## src/design/pgx_params.svh

```systemverilog
// Constants for the paged call and address expansion block
// Function
// - Paged call saves current page into temporary, then loads new page.
// - Paged call then pushes the 16-bit return address onto the stack.
// - Paged call then pushes the saved 8-bit former page onto the stack.
// - Paged call finally jumps to subroutine address, refilling the queue.
// - Paged call is atomic; interrupts wait; works from any address to any.
// - Except indexed indirect, new page comes from an immediate operand.
// - Indexed indirect fetches both page and subroutine address through pointer.
// - Paged return first pulls the 8-bit page from the stack.
// - Paged return then pulls 16-bit return address into program counter.
// - Paged return then writes page register, refills queue, resumes.
// - Paged return is one non-interruptible instruction.
// - Without expansion, sequences still run; page reads are undefined.
// - Without expansion, page writes do nothing and no translation occurs.
// - Page value picks one of 256 pages in 16-Kbyte program window.
// - Up to six extra address lines, each gated by its own enable.
// - Enabled window hit drives page contents onto high address lines.
// - Program window hit drives page onto bits 19:14; 14 low lines inside.
// - Outside enabled windows, enabled lines 19 to 16 are driven high.
// - Separate pins; paged access when cpu bits 15:14 differ from expansion.
// - Expansion is disabled after reset until software sets enables.
// - Page register at most 8 bits; reduced variant uses 6 bits.
// - Chip select detects its address range and asserts an enable.
// - Program chip select matches every access in the overlay range.
`ifndef PGX_PARAMS_SVH
`define PGX_PARAMS_SVH
`define PGX_PAGE_W       8
`define PGX_EXPANSION_ADDRESS_PINS_HI     21
`define PGX_EXPANSION_ADDRESS_PINS_LO     14
`define PGX_WIN_LO       16'h8000
`define PGX_WIN_HI       16'hbfff
`define PGX_PAGE_RST     8'h00
`define PGX_XEN_RST      6'h00
`define PGX_PWIN_EN_RST  1'b0
`endif

```

## src/design/pgx_pkg.sv

```systemverilog
// Types of the paged call and address expansion block
package pgx_pkg;
   typedef enum logic [1:0] {
      PGX_OP_CALL_IMM,
      PGX_OP_CALL_IND,
      PGX_OP_RTC
   } pgx_op_t;
   typedef enum logic [3:0] {
      PGX_IDLE,
      PGX_IND_PAGE,
      PGX_IND_ADRH,
      PGX_IND_ADRL,
      PGX_SWAP,
      PGX_PUSH_RL,
      PGX_PUSH_RH,
      PGX_PUSH_PG,
      PGX_PULL_PG,
      PGX_PULL_RH,
      PGX_PULL_RL,
      PGX_SET_PG,
      PGX_JUMP
   } pgx_state_t;
endpackage

```

## src/design/pgx_core.sv

```systemverilog
// Paged call/return sequencer and program window address translation
`include "pgx_params.svh"

module pgx_core #(
   parameter bit HAS_EXPANSION = 1'b1,
   parameter bit REDUCED       = 1'b0
) (
   input  wire logic            ref_clk_i,
   input  wire logic            rst_i,
   input  wire logic            op_start_i,
   input  wire pgx_pkg::pgx_op_t op_kind_i,
   input  wire logic [7:0]      op_page_i,
   input  wire logic [15:0]     op_target_i,
   input  wire logic [15:0]     op_next_pc_i,
   input  wire logic [15:0]     op_sp_i,
   output logic                 op_busy_o,
   output logic                 op_done_o,
   output logic                 irq_hold_o,
   output logic                 mem_req_o,
   output logic                 mem_we_o,
   output logic [15:0]          mem_addr_o,
   output logic [7:0]           mem_wdata_o,
   input  wire logic            mem_ack_i,
   input  wire logic [7:0]      mem_rdata_i,
   output logic [15:0]          pc_load_o,
   output logic [15:0]          sp_o,
   output logic                 queue_refill_o,
   input  wire logic            page_wr_i,
   input  wire logic [7:0]      page_wdata_i,
   output logic [7:0]           program_page_select_o,
   input  wire logic            pwin_en_wr_i,
   input  wire logic            pwin_en_i,
   input  wire logic            xen_wr_i,
   input  wire logic [5:0]      xen_i,
   input  wire logic [15:0]     cpu_addr_i,
   output logic [21:16]         ext_addr_hi_o,
   output logic [19:14]         expansion_address_pins_o,
   output logic                 paged_access_o,
   output logic                 prog_cs_o
);

   localparam logic [7:0] PAGE_MASK = REDUCED ? 8'h3f : 8'hff;

   pgx_pkg::pgx_state_t state_reg, state_next;
   logic [7:0]  page_reg, page_next;
   logic [7:0]  tmp_page_reg, tmp_page_next;
   logic [15:0] ret_reg, ret_next;
   logic [15:0] tgt_reg, tgt_next;
   logic [15:0] sp_reg, sp_next;
   logic [15:0] ptr_reg, ptr_next;
   logic        pwin_en_reg;
   logic [5:0]  xen_reg;
   logic        refill_reg, refill_next;
   logic        done_reg, done_next;

   function automatic logic in_prog_win(input logic [15:0] a);
      in_prog_win = (a >= `PGX_WIN_LO) && (a <= `PGX_WIN_HI);
   endfunction

   function automatic logic [15:0] sp_add(input logic [15:0] s, input logic dec);
      sp_add = dec ? s - 16'h0001 : s + 16'h0001;
   endfunction

   // Reduced variant keeps only the low six page bits
   function automatic logic [7:0] mask_page(input logic [7:0] v);
      mask_page = v & PAGE_MASK;
   endfunction

   // States that hold a byte access until the memory answers
   function automatic logic is_mem_state(input pgx_pkg::pgx_state_t s);
      unique case (s)
         pgx_pkg::PGX_IND_PAGE,
         pgx_pkg::PGX_IND_ADRH,
         pgx_pkg::PGX_IND_ADRL,
         pgx_pkg::PGX_PUSH_RL,
         pgx_pkg::PGX_PUSH_RH,
         pgx_pkg::PGX_PUSH_PG,
         pgx_pkg::PGX_PULL_PG,
         pgx_pkg::PGX_PULL_RH,
         pgx_pkg::PGX_PULL_RL:  is_mem_state = 1'b1;
         default:               is_mem_state = 1'b0;
      endcase
   endfunction

   // States that write to the stack
   function automatic logic is_wr_state(input pgx_pkg::pgx_state_t s);
      unique case (s)
         pgx_pkg::PGX_PUSH_RL,
         pgx_pkg::PGX_PUSH_RH,
         pgx_pkg::PGX_PUSH_PG:  is_wr_state = 1'b1;
         default:               is_wr_state = 1'b0;
      endcase
   endfunction

   // Bits 21:14 of an access: page on an enabled window hit, ones above bit 15 otherwise
   function automatic logic [7:0] xlat_hi(input logic       act,
                                          input logic [7:0] pg,
                                          input logic [1:0] top);
      if (act) begin
         xlat_hi = pg;
      end else begin
         xlat_hi = {6'h3f, top};
      end
   endfunction

   // Window decode and translation
   wire        win_hit   = in_prog_win(cpu_addr_i);
   wire        win_act   = HAS_EXPANSION && pwin_en_reg && win_hit;
   wire [7:0]  page_eff  = mask_page(page_reg);
   wire [21:14] xlat     = xlat_hi(win_act, page_eff, cpu_addr_i[15:14]);
   wire [5:0]  hi_lines  = xlat[21:16] & xen_reg;
   wire        mem_phase = is_mem_state(state_reg);
   wire        wr_phase  = is_wr_state(state_reg);
   wire        step      = mem_phase && mem_ack_i;
   // Software page writes are refused while a call or return owns the page
   wire        page_wr_ok = page_wr_i && HAS_EXPANSION && !op_busy_o;

   assign op_busy_o      = state_reg != pgx_pkg::PGX_IDLE;
   assign irq_hold_o     = op_busy_o || op_start_i;
   assign op_done_o      = done_reg;
   assign queue_refill_o = refill_reg;
   assign pc_load_o      = tgt_reg;
   assign sp_o           = sp_reg;
   assign mem_req_o      = mem_phase;
   assign mem_we_o       = wr_phase;
   assign program_page_select_o = HAS_EXPANSION ? page_eff : 8'h00;
   assign ext_addr_hi_o  = hi_lines;
   assign expansion_address_pins_o = xlat[19:14];
   assign paged_access_o = expansion_address_pins_o[15:14] != cpu_addr_i[15:14];
   assign prog_cs_o      = win_hit;

   always_comb begin
      mem_addr_o = sp_reg;
      unique case (state_reg)
         pgx_pkg::PGX_IND_PAGE: mem_addr_o = ptr_reg;
         pgx_pkg::PGX_IND_ADRH: mem_addr_o = ptr_reg + 16'h0001;
         pgx_pkg::PGX_IND_ADRL: mem_addr_o = ptr_reg + 16'h0002;
         default:               mem_addr_o = sp_reg;
      endcase
   end

   always_comb begin
      mem_wdata_o = 8'h00;
      unique case (state_reg)
         pgx_pkg::PGX_PUSH_RL:  mem_wdata_o = ret_reg[7:0];
         pgx_pkg::PGX_PUSH_RH:  mem_wdata_o = ret_reg[15:8];
         pgx_pkg::PGX_PUSH_PG:  mem_wdata_o = tmp_page_reg;
         default:               mem_wdata_o = 8'h00;
      endcase
   end

   // Next-state and register updates of the call and return sequencer

   always_comb begin
      state_next    = state_reg;
      page_next     = page_reg;
      tmp_page_next = tmp_page_reg;
      ret_next      = ret_reg;
      tgt_next      = tgt_reg;
      sp_next       = sp_reg;
      ptr_next      = ptr_reg;
      refill_next   = 1'b0;
      done_next     = 1'b0;
      if (page_wr_ok) begin
         page_next = mask_page(page_wdata_i);
      end
      unique case (state_reg)
         pgx_pkg::PGX_IDLE: if (op_start_i) begin
            ret_next = op_next_pc_i;
            sp_next  = op_sp_i;
            unique case (op_kind_i)
               pgx_pkg::PGX_OP_CALL_IMM: begin
                  tmp_page_next = op_page_i;
                  tgt_next      = op_target_i;
                  state_next    = pgx_pkg::PGX_SWAP;
               end
               pgx_pkg::PGX_OP_CALL_IND: begin
                  ptr_next   = op_target_i;
                  state_next = pgx_pkg::PGX_IND_PAGE;
               end
               default: state_next = pgx_pkg::PGX_PULL_PG;
            endcase
         end
         pgx_pkg::PGX_IND_PAGE: if (step) begin
            tmp_page_next = mem_rdata_i;
            state_next    = pgx_pkg::PGX_IND_ADRH;
         end
         pgx_pkg::PGX_IND_ADRH: if (step) begin
            tgt_next[15:8] = mem_rdata_i;
            state_next     = pgx_pkg::PGX_IND_ADRL;
         end
         pgx_pkg::PGX_IND_ADRL: if (step) begin
            tgt_next[7:0] = mem_rdata_i;
            state_next    = pgx_pkg::PGX_SWAP;
         end
         pgx_pkg::PGX_SWAP: begin
            // Old page parks in the temporary while the new one goes live
            tmp_page_next = page_reg;
            if (HAS_EXPANSION) page_next = mask_page(tmp_page_reg);
            sp_next    = sp_add(sp_reg, 1'b1);
            state_next = pgx_pkg::PGX_PUSH_RL;
         end
         pgx_pkg::PGX_PUSH_RL: if (step) begin
            sp_next    = sp_add(sp_reg, 1'b1);
            state_next = pgx_pkg::PGX_PUSH_RH;
         end
         pgx_pkg::PGX_PUSH_RH: if (step) begin
            sp_next    = sp_add(sp_reg, 1'b1);
            state_next = pgx_pkg::PGX_PUSH_PG;
         end
         pgx_pkg::PGX_PUSH_PG: if (step) begin
            state_next = pgx_pkg::PGX_JUMP;
         end
         pgx_pkg::PGX_PULL_PG: if (step) begin
            tmp_page_next = mem_rdata_i;
            sp_next       = sp_add(sp_reg, 1'b0);
            state_next    = pgx_pkg::PGX_PULL_RH;
         end
         pgx_pkg::PGX_PULL_RH: if (step) begin
            tgt_next[15:8] = mem_rdata_i;
            sp_next        = sp_add(sp_reg, 1'b0);
            state_next     = pgx_pkg::PGX_PULL_RL;
         end
         pgx_pkg::PGX_PULL_RL: if (step) begin
            tgt_next[7:0] = mem_rdata_i;
            sp_next       = sp_add(sp_reg, 1'b0);
            state_next    = pgx_pkg::PGX_SET_PG;
         end
         pgx_pkg::PGX_SET_PG: begin
            if (HAS_EXPANSION) page_next = mask_page(tmp_page_reg);
            state_next = pgx_pkg::PGX_JUMP;
         end
         pgx_pkg::PGX_JUMP: begin
            refill_next = 1'b1;
            done_next   = 1'b1;
            state_next  = pgx_pkg::PGX_IDLE;
         end
         default: state_next = pgx_pkg::PGX_IDLE;
      endcase
   end

   // Sequencer state and the one-cycle completion pulses
   always_ff @(posedge ref_clk_i) begin
      if (rst_i) begin
         state_reg  <= pgx_pkg::PGX_IDLE;
         refill_reg <= 1'b0;
         done_reg   <= 1'b0;
      end else begin
         state_reg  <= state_next;
         refill_reg <= refill_next;
         done_reg   <= done_next;
      end
   end

   // Live page and the page parked during a call or return
   always_ff @(posedge ref_clk_i) begin
      if (rst_i) begin
         page_reg     <= `PGX_PAGE_RST;
         tmp_page_reg <= `PGX_PAGE_RST;
      end else begin
         page_reg     <= page_next;
         tmp_page_reg <= tmp_page_next;
      end
   end

   // Return address and jump target
   always_ff @(posedge ref_clk_i) begin
      if (rst_i) begin
         ret_reg <= 16'h0000;
         tgt_reg <= 16'h0000;
      end else begin
         ret_reg <= ret_next;
         tgt_reg <= tgt_next;
      end
   end

   // Working stack pointer and indirect call pointer
   always_ff @(posedge ref_clk_i) begin
      if (rst_i) begin
         sp_reg  <= 16'h0000;
         ptr_reg <= 16'h0000;
      end else begin
         sp_reg  <= sp_next;
         ptr_reg <= ptr_next;
      end
   end

   // Program window enable, cleared by reset
   always_ff @(posedge ref_clk_i) begin
      if (rst_i) begin
         pwin_en_reg <= `PGX_PWIN_EN_RST;
      end else if (pwin_en_wr_i) begin
         pwin_en_reg <= pwin_en_i;
      end
   end

   // Per-line enables, cleared by reset; none exist without expansion
   always_ff @(posedge ref_clk_i) begin
      if (rst_i) begin
         xen_reg <= `PGX_XEN_RST;
      end else if (xen_wr_i) begin
         xen_reg <= HAS_EXPANSION ? xen_i : 6'h00;
      end
   end

endmodule

```

## config.mk

```make
export PLATFORM = sky130hd
export DESIGN_NAME = pgx_core
export DESIGN_NICKNAME = d
export VERILOG_FILES = /design/src/design/pgx_pkg.sv /design/src/design/pgx_core.sv
export VERILOG_INCLUDE_DIRS = /design/src /design/src/design
export SDC_FILE = /design/constraint.sdc
export NUM_CORES = 1
export LEC_CHECK = 0
export BUFFER_PORTS_ARGS = -buffer_cell sky130_fd_sc_hd__buf_2
export CELL_PAD_IN_SITES_DETAIL_PLACEMENT = 2
export CELL_PAD_IN_SITES_GLOBAL_PLACEMENT = 2
export CORE_UTILIZATION = 28
export CTS_CLUSTER_DIAMETER = 40
export DETAILED_ROUTE_END_ITERATION = 16
export PLACE_DENSITY = 0.91
export SLEW_MARGIN = 20
export SYNTH_ARGS = -nofsm -noshare
export SYNTH_HDL_FRONTEND = slang
export SYNTH_SLANG_ARGS = --single-unit
export TNS_END_PERCENT = 5
```

## constraint.sdc

```tcl
create_clock -name ref_clk_i -period 3.5 [get_ports ref_clk_i]
set_input_delay 0.35 -clock ref_clk_i [delete_from_list [all_inputs] [get_ports ref_clk_i]]
set_output_delay 0.35 -clock ref_clk_i [all_outputs]
set_load 0.03 [all_outputs]
```

Yosys cells after proc, flatten, opt, wreduce, memory -nomap -nowiden
Memory sizes are Yosys's and may differ from the RTL's. A register that Yosys moved wholly into a read port is not among the register bits.
Index checks and enable logic that the tools add are counted.
{"block": "totals", "ff_bits": 92, "romBits": 16, "elab_cells": 110, "memories": 1}
{"memory": "(name not given)", "depth": 16, "width": 1, "read_ports": 1, "rd_clocked_by_memory_dff": 1, "write_ports": 0, "line_no": "pgx_core.sv:71", "source": "unique case (s)"}
{"block": "classes", "n_addsub": 4, "n_lt_le_gt_ge": 2, "n_eq_ne": 30, "mux": 33, "n_bitwise": 1, "n_reduce_logical": 28}
{"cell": "2-to-1 mux 16 bit", "n": 5}
{"cell": "case mux 16 bit (4 select lines)", "n": 1}
{"cell": "2-to-1 mux 4 bit", "n": 12}
{"cell": "2-to-1 mux 8 bit", "n": 6}
{"cell": "case mux 16 bit (3 select lines)", "n": 1}
{"cell": "case mux 4 bit (12 select lines)", "n": 1}
{"cell": "case mux 8 bit (3 select lines)", "n": 2}
{"cell": "adder 16 x 1 -> 16 bit (second input constant)", "n": 2}
{"cell": "case mux 8 bit (2 select lines)", "n": 2}
{"cell": "equality test 4 bit (second input constant)", "n": 5}
{"cell": "!= test 2 bit (second input constant)", "n": 10}
{"cell": "adder 16 x 2 -> 16 bit (second input constant)", "n": 1}
{"cell": "equality test 4 x 3 -> 1 bit (second input constant)", "n": 4}
{"cell": "greater-or-equal comparator 16 bit (second input constant)", "n": 1}
{"cell": "<= comparator 16 bit (second input constant)", "n": 1}
{"cell": "AND reduction 4 bit", "n": 4}
{"cell": "subtractor 16 x 1 -> 16 bit (second input constant)", "n": 1}
{"cell": "!= test 2 x 1 -> 1 bit (second input constant)", "n": 6}
{"cell": "AND reduction 10 bit", "n": 1}
{"cell": "OR reduction 2 bit", "n": 5}
{"cell": "equality test 4 x 2 -> 1 bit (second input constant)", "n": 2}
{"cell": "case mux 4 bit (2 select lines)", "n": 1}
{"cell": "nonzero test 4 bit", "n": 2}
{"cell": "AND 6 bit", "n": 1}
{"cell": "14 further kinds", "n": 21}

Logic depth before layout (Yosys ltp)
{"block": "logic_depth", "depth_word": 6, "mapped_depth": 11, "ltp_nobuf": 9}

Worst setup path before layout
Ideal clock, no wire load.
{"block": "synth_timing", "path_kind": "register -> output", "from": "register state_reg[0]", "to": "output mem_addr_o[13]", "arrival_time_ps": 2502, "t_required_ps": 3150, "setup_slack_ps": 648, "stages_incl_launch_ff": 6, "path_buffers": 3, "path_cell_list": "dfxtp_1 > buf_2 > clkbuf_1 > clkbuf_1 > o21ai_0 > o311ai_0"}
{"block": "synth_via", "elab_chain_len": 2}
{"item": "start, declared", "line_no": "pgx_core.sv:44", "source": "pgx_pkg::pgx_state_t state_reg, state_next;"}
{"item": "start signal, assigned", "line_no": "pgx_core.sv:245", "source": "state_reg <= pgx_pkg::PGX_IDLE;"}
{"item": "start signal, assigned", "line_no": "pgx_core.sv:249", "source": "state_reg <= state_next;"}
{"item": "equality test 4 x 2 -> 1 bit / equality test 4 x 1 -> 1 bit (equally long branches)", "line_no": "pgx_core.sv:134", "source": "unique case (state_reg)"}
{"item": "case mux 16 bit (3 select lines) (*)", "line_no": "pgx_core.sv:134"}
{"item": "end, declared", "line_no": "pgx_core.sv:21", "source": "output logic [15:0] mem_addr_o,"}
Mark *: on every way between the ends. The rest lies on a longest branch, timed or not.

Final worst setup path
{"block": "layout_timing", "from": "register state_reg[1]", "to": "output mem_addr_o[8]"}
The elaborated chain is that of the path after synthesis.

==> run metrics <==
status=finished, final reports clean; Fillers=approximately 2300; postcts setup bufs=0; Synth Cell Area=5670 sq um; grt total ovfl=0; first-pass iteration count of the detailed router=4; worst-margin pin slew=~820 ps; Avg Inst Size Synth=~7.7 sq um; post_cts resized=0; commonest non-fill, non-tap cell in the layout=buf_2; RSZ-0062 raised after global routing=no; largest net degree at the start of global routing=74; CTS root buf=clkbuf_16; final hold slack=222 ps; Max Cap Viol=0; synth-to-layout area growth=24.7%; GPL Wtd Cong=0.837; Post-DP HPWL=17.5 mm; critical path's slowest cell=or3b_2; critical path data arrival time=2740 ps; Num CTS Buffers=9; Overall Global Routing Usage=23.3%; Worst setup EP type=output pin; Final Total Pwr=about 6 mW; max incr delay on CP=approximately 620 ps; P per Cell Area=roughly 860 nW/um^2; Yosys warnings=0; H-tree levels=3; final setup violating endpoints=0; flops & latches, synth=93; Min Clock Period, post-route=just over 3000 ps; I/O pin cnt=~190; TritonCTS clock tree=yes; share of cells above drive strength 1=26.1%; number of global-route vias before repair=6728; clk sinks=93; wire per inst=20.4 microns; PnR worst setup slack=a little over 400 ps; skew final=around 6.9 ps; Worst-Skew Late Latency=360 ps; EDFF count, synth=0; distinct cell type count after synthesis=70; DR vias=6381; WS Path Type=flop to output pin; crit path max fanout=13; CP delay by family, top=simple AND/OR/NAND/NOR gates; Fin. Hold Viols=0; sequential share of the synthesized area=between 30% and 40%; Worst setup SP type=flop; Setup WS pre-CTS=630 ps; top_reg_cell synth=dfxtp_1; die area=20800 sq um; fin crit share=88.2%; num rows=51; Post-Layout Inst Area=7060 sq um; top cell type's share of synthesized area=32.9%; Die Y=approximately 140 microns; clock-pin slew on the worst setup and hold paths=80 ps; Max Root-Sink Buffers=2; most frequent cells in the layout=buf_2 (173), nand2_1 (97), dfxtp_1 (93); WP data required=roughly 3200 ps; # DRC=0; Hold Buf Count CTS=0; cell breakdown of the critical path=or3b_2, nor4_2, a31oi_1, a31oi_1, a21o_1, buf_2; die width=144 microns; max frequency=324 MHz; cell count after synthesis=740; Total Neg Setup Slack=0 ps; net count after synthesis=roughly 850; DR iter-0 viols=roughly 260; Synth area leaders=dfxtp_1 (33%), mux2i_1 (7.4%), nand2_1 (6.4%); final net count=between 900 and 1000; number of routed nets with antenna violations=0; DP Area=6750 sq um; CORE AREA=about 20000 sq um; Post-Route WL=between 20 and 25 mm; initial antenna violation count=0; port bufs=173; number of buffers and inverters on the critical path=1; Avg Vias per Cell=approximately 5.5; Worst VDD drop=0.000321 V; first-pass GRT wire length=around 37 mm; Initial Util=just under 30%; FFs w/ async S/R, synth=0%; Crit path top cell by count=a31oi_1; Pleak=2.74 nW; worst min path class=input port to flop; Yosys top cell by area=dfxtp_1; Final Max Slew Viols=0; Slew HR=45.0%
[area by class of cell]
| cell class | instances | area (sq um) | share of cell area (%) |
|---|---|---|---|
| diodes | 1 | 2.50 | 0.0354 |
| clock buffers | 10 | 239 | 3.38 |
| clock inverters | 6 | 76.3 | 1.08 |
| inverters | 9 | 33.8 | 0.478 |
| multi-input cells | 576 | 3490 | 49.5 |
| flip-flops and latches | 93 | 1860 | 26.4 |
| well taps | 265 | 332 | 4.69 |
| repair buffers | 194 | 1020 | 14.5 |
[worst register-to-register path: cells and delay by family, from the launching register on]
kind / cells / cell delay (ps)
AO/OA/AOI/OAI: 2 / 340
XOR/XNOR: 1 / 150
adder cells (fa/ha/maj): 1 / 290
buffers and inverters: 1 / 160
flip-flops: 1 / 340
AND/OR/NAND/NOR: 5 / 1600
[Yosys cell counts (3+ instances only)]
cell and n:
nor2b_1 6, a21o_1 7, clkbuf_1 38, or2_2 6, a211oi_1 32, a22oi_1 12, dfxtp_1 93, nor4_2 3
nand4_1 13, a311oi_1 9, nor4_1 8, and3_1 5, nand2b_1 6, o31ai_1 4, o21a_1 6, ha_1 3
a211o_1 4, and2_1 10, buf_1 3, nand2_1 97, nor2_1 82, a221o_1 5, inv_1 8, or3_1 3
o211ai_1 5, buf_2 16, buf_4 4, nand3_1 28, a21oi_1 70, mux2_2 3, nor3b_1 13, o21ai_0 24
a31oi_1 9, nor3_1 14, or4_1 4, mux2i_1 42, nand3b_1 3, a2111o_1 3
[path summary, 6_finish.rpt]
| check | from | to | slack (ps) | depth (start not counted) |
|---|---|---|---|---|
| min | xen_i[5] | xen_reg[5] | 220 | 3 |
| min reg2reg | ret_reg[0] | ret_reg[0] | 460 | 2 |
| max reg2reg | state_reg[3] | sp_o[8] | 550 | 10 |
| max | state_reg[1] | mem_addr_o[8] | 410 | 6 |
[logic make-up after synthesis]
logic type,count (synthesis),synth area share [%]
simple gates,312,27.3
compound gates,213,25.2
flops,93,32.9
buf+inv,71,5.46
mux,45,8.02
xor+xnor,3,0.464
fa+ha+maj,3,0.663
[routing by layer]
layer	share of wire [%]	wire, microns	global-route usage (%)	up-vias
li1	-	-	-	2996
met1	43	10200	29.4	3175
met3	5.2	1240	3.58	25
met2	50	11800	40.6	185
met4	1.4	333	7.31	0
met5	0	0	0	-
[per-stage QoR]
step	std cells	util, %
after floorplan	740	-
after global placement	1137	34.3
after detailed placement	1137	34.3
after CTS	1153	35.9
after global routing	1153	35.9
final	1154	35.9
[power by group]
part / switching, mW / total (mW) / leakage (nW) / internal [mW]
Sequential: 0.419 / 1.75 / 0.762 / 1.33
Combinational: 2.19 / 3.27 / 1.83 / 1.07
Clock: 0.491 / 1.08 / 0.156 / 0.587
Total: 3.10 / 6.09 / 2.74 / 2.99
(Power assumes the default switching activity.)
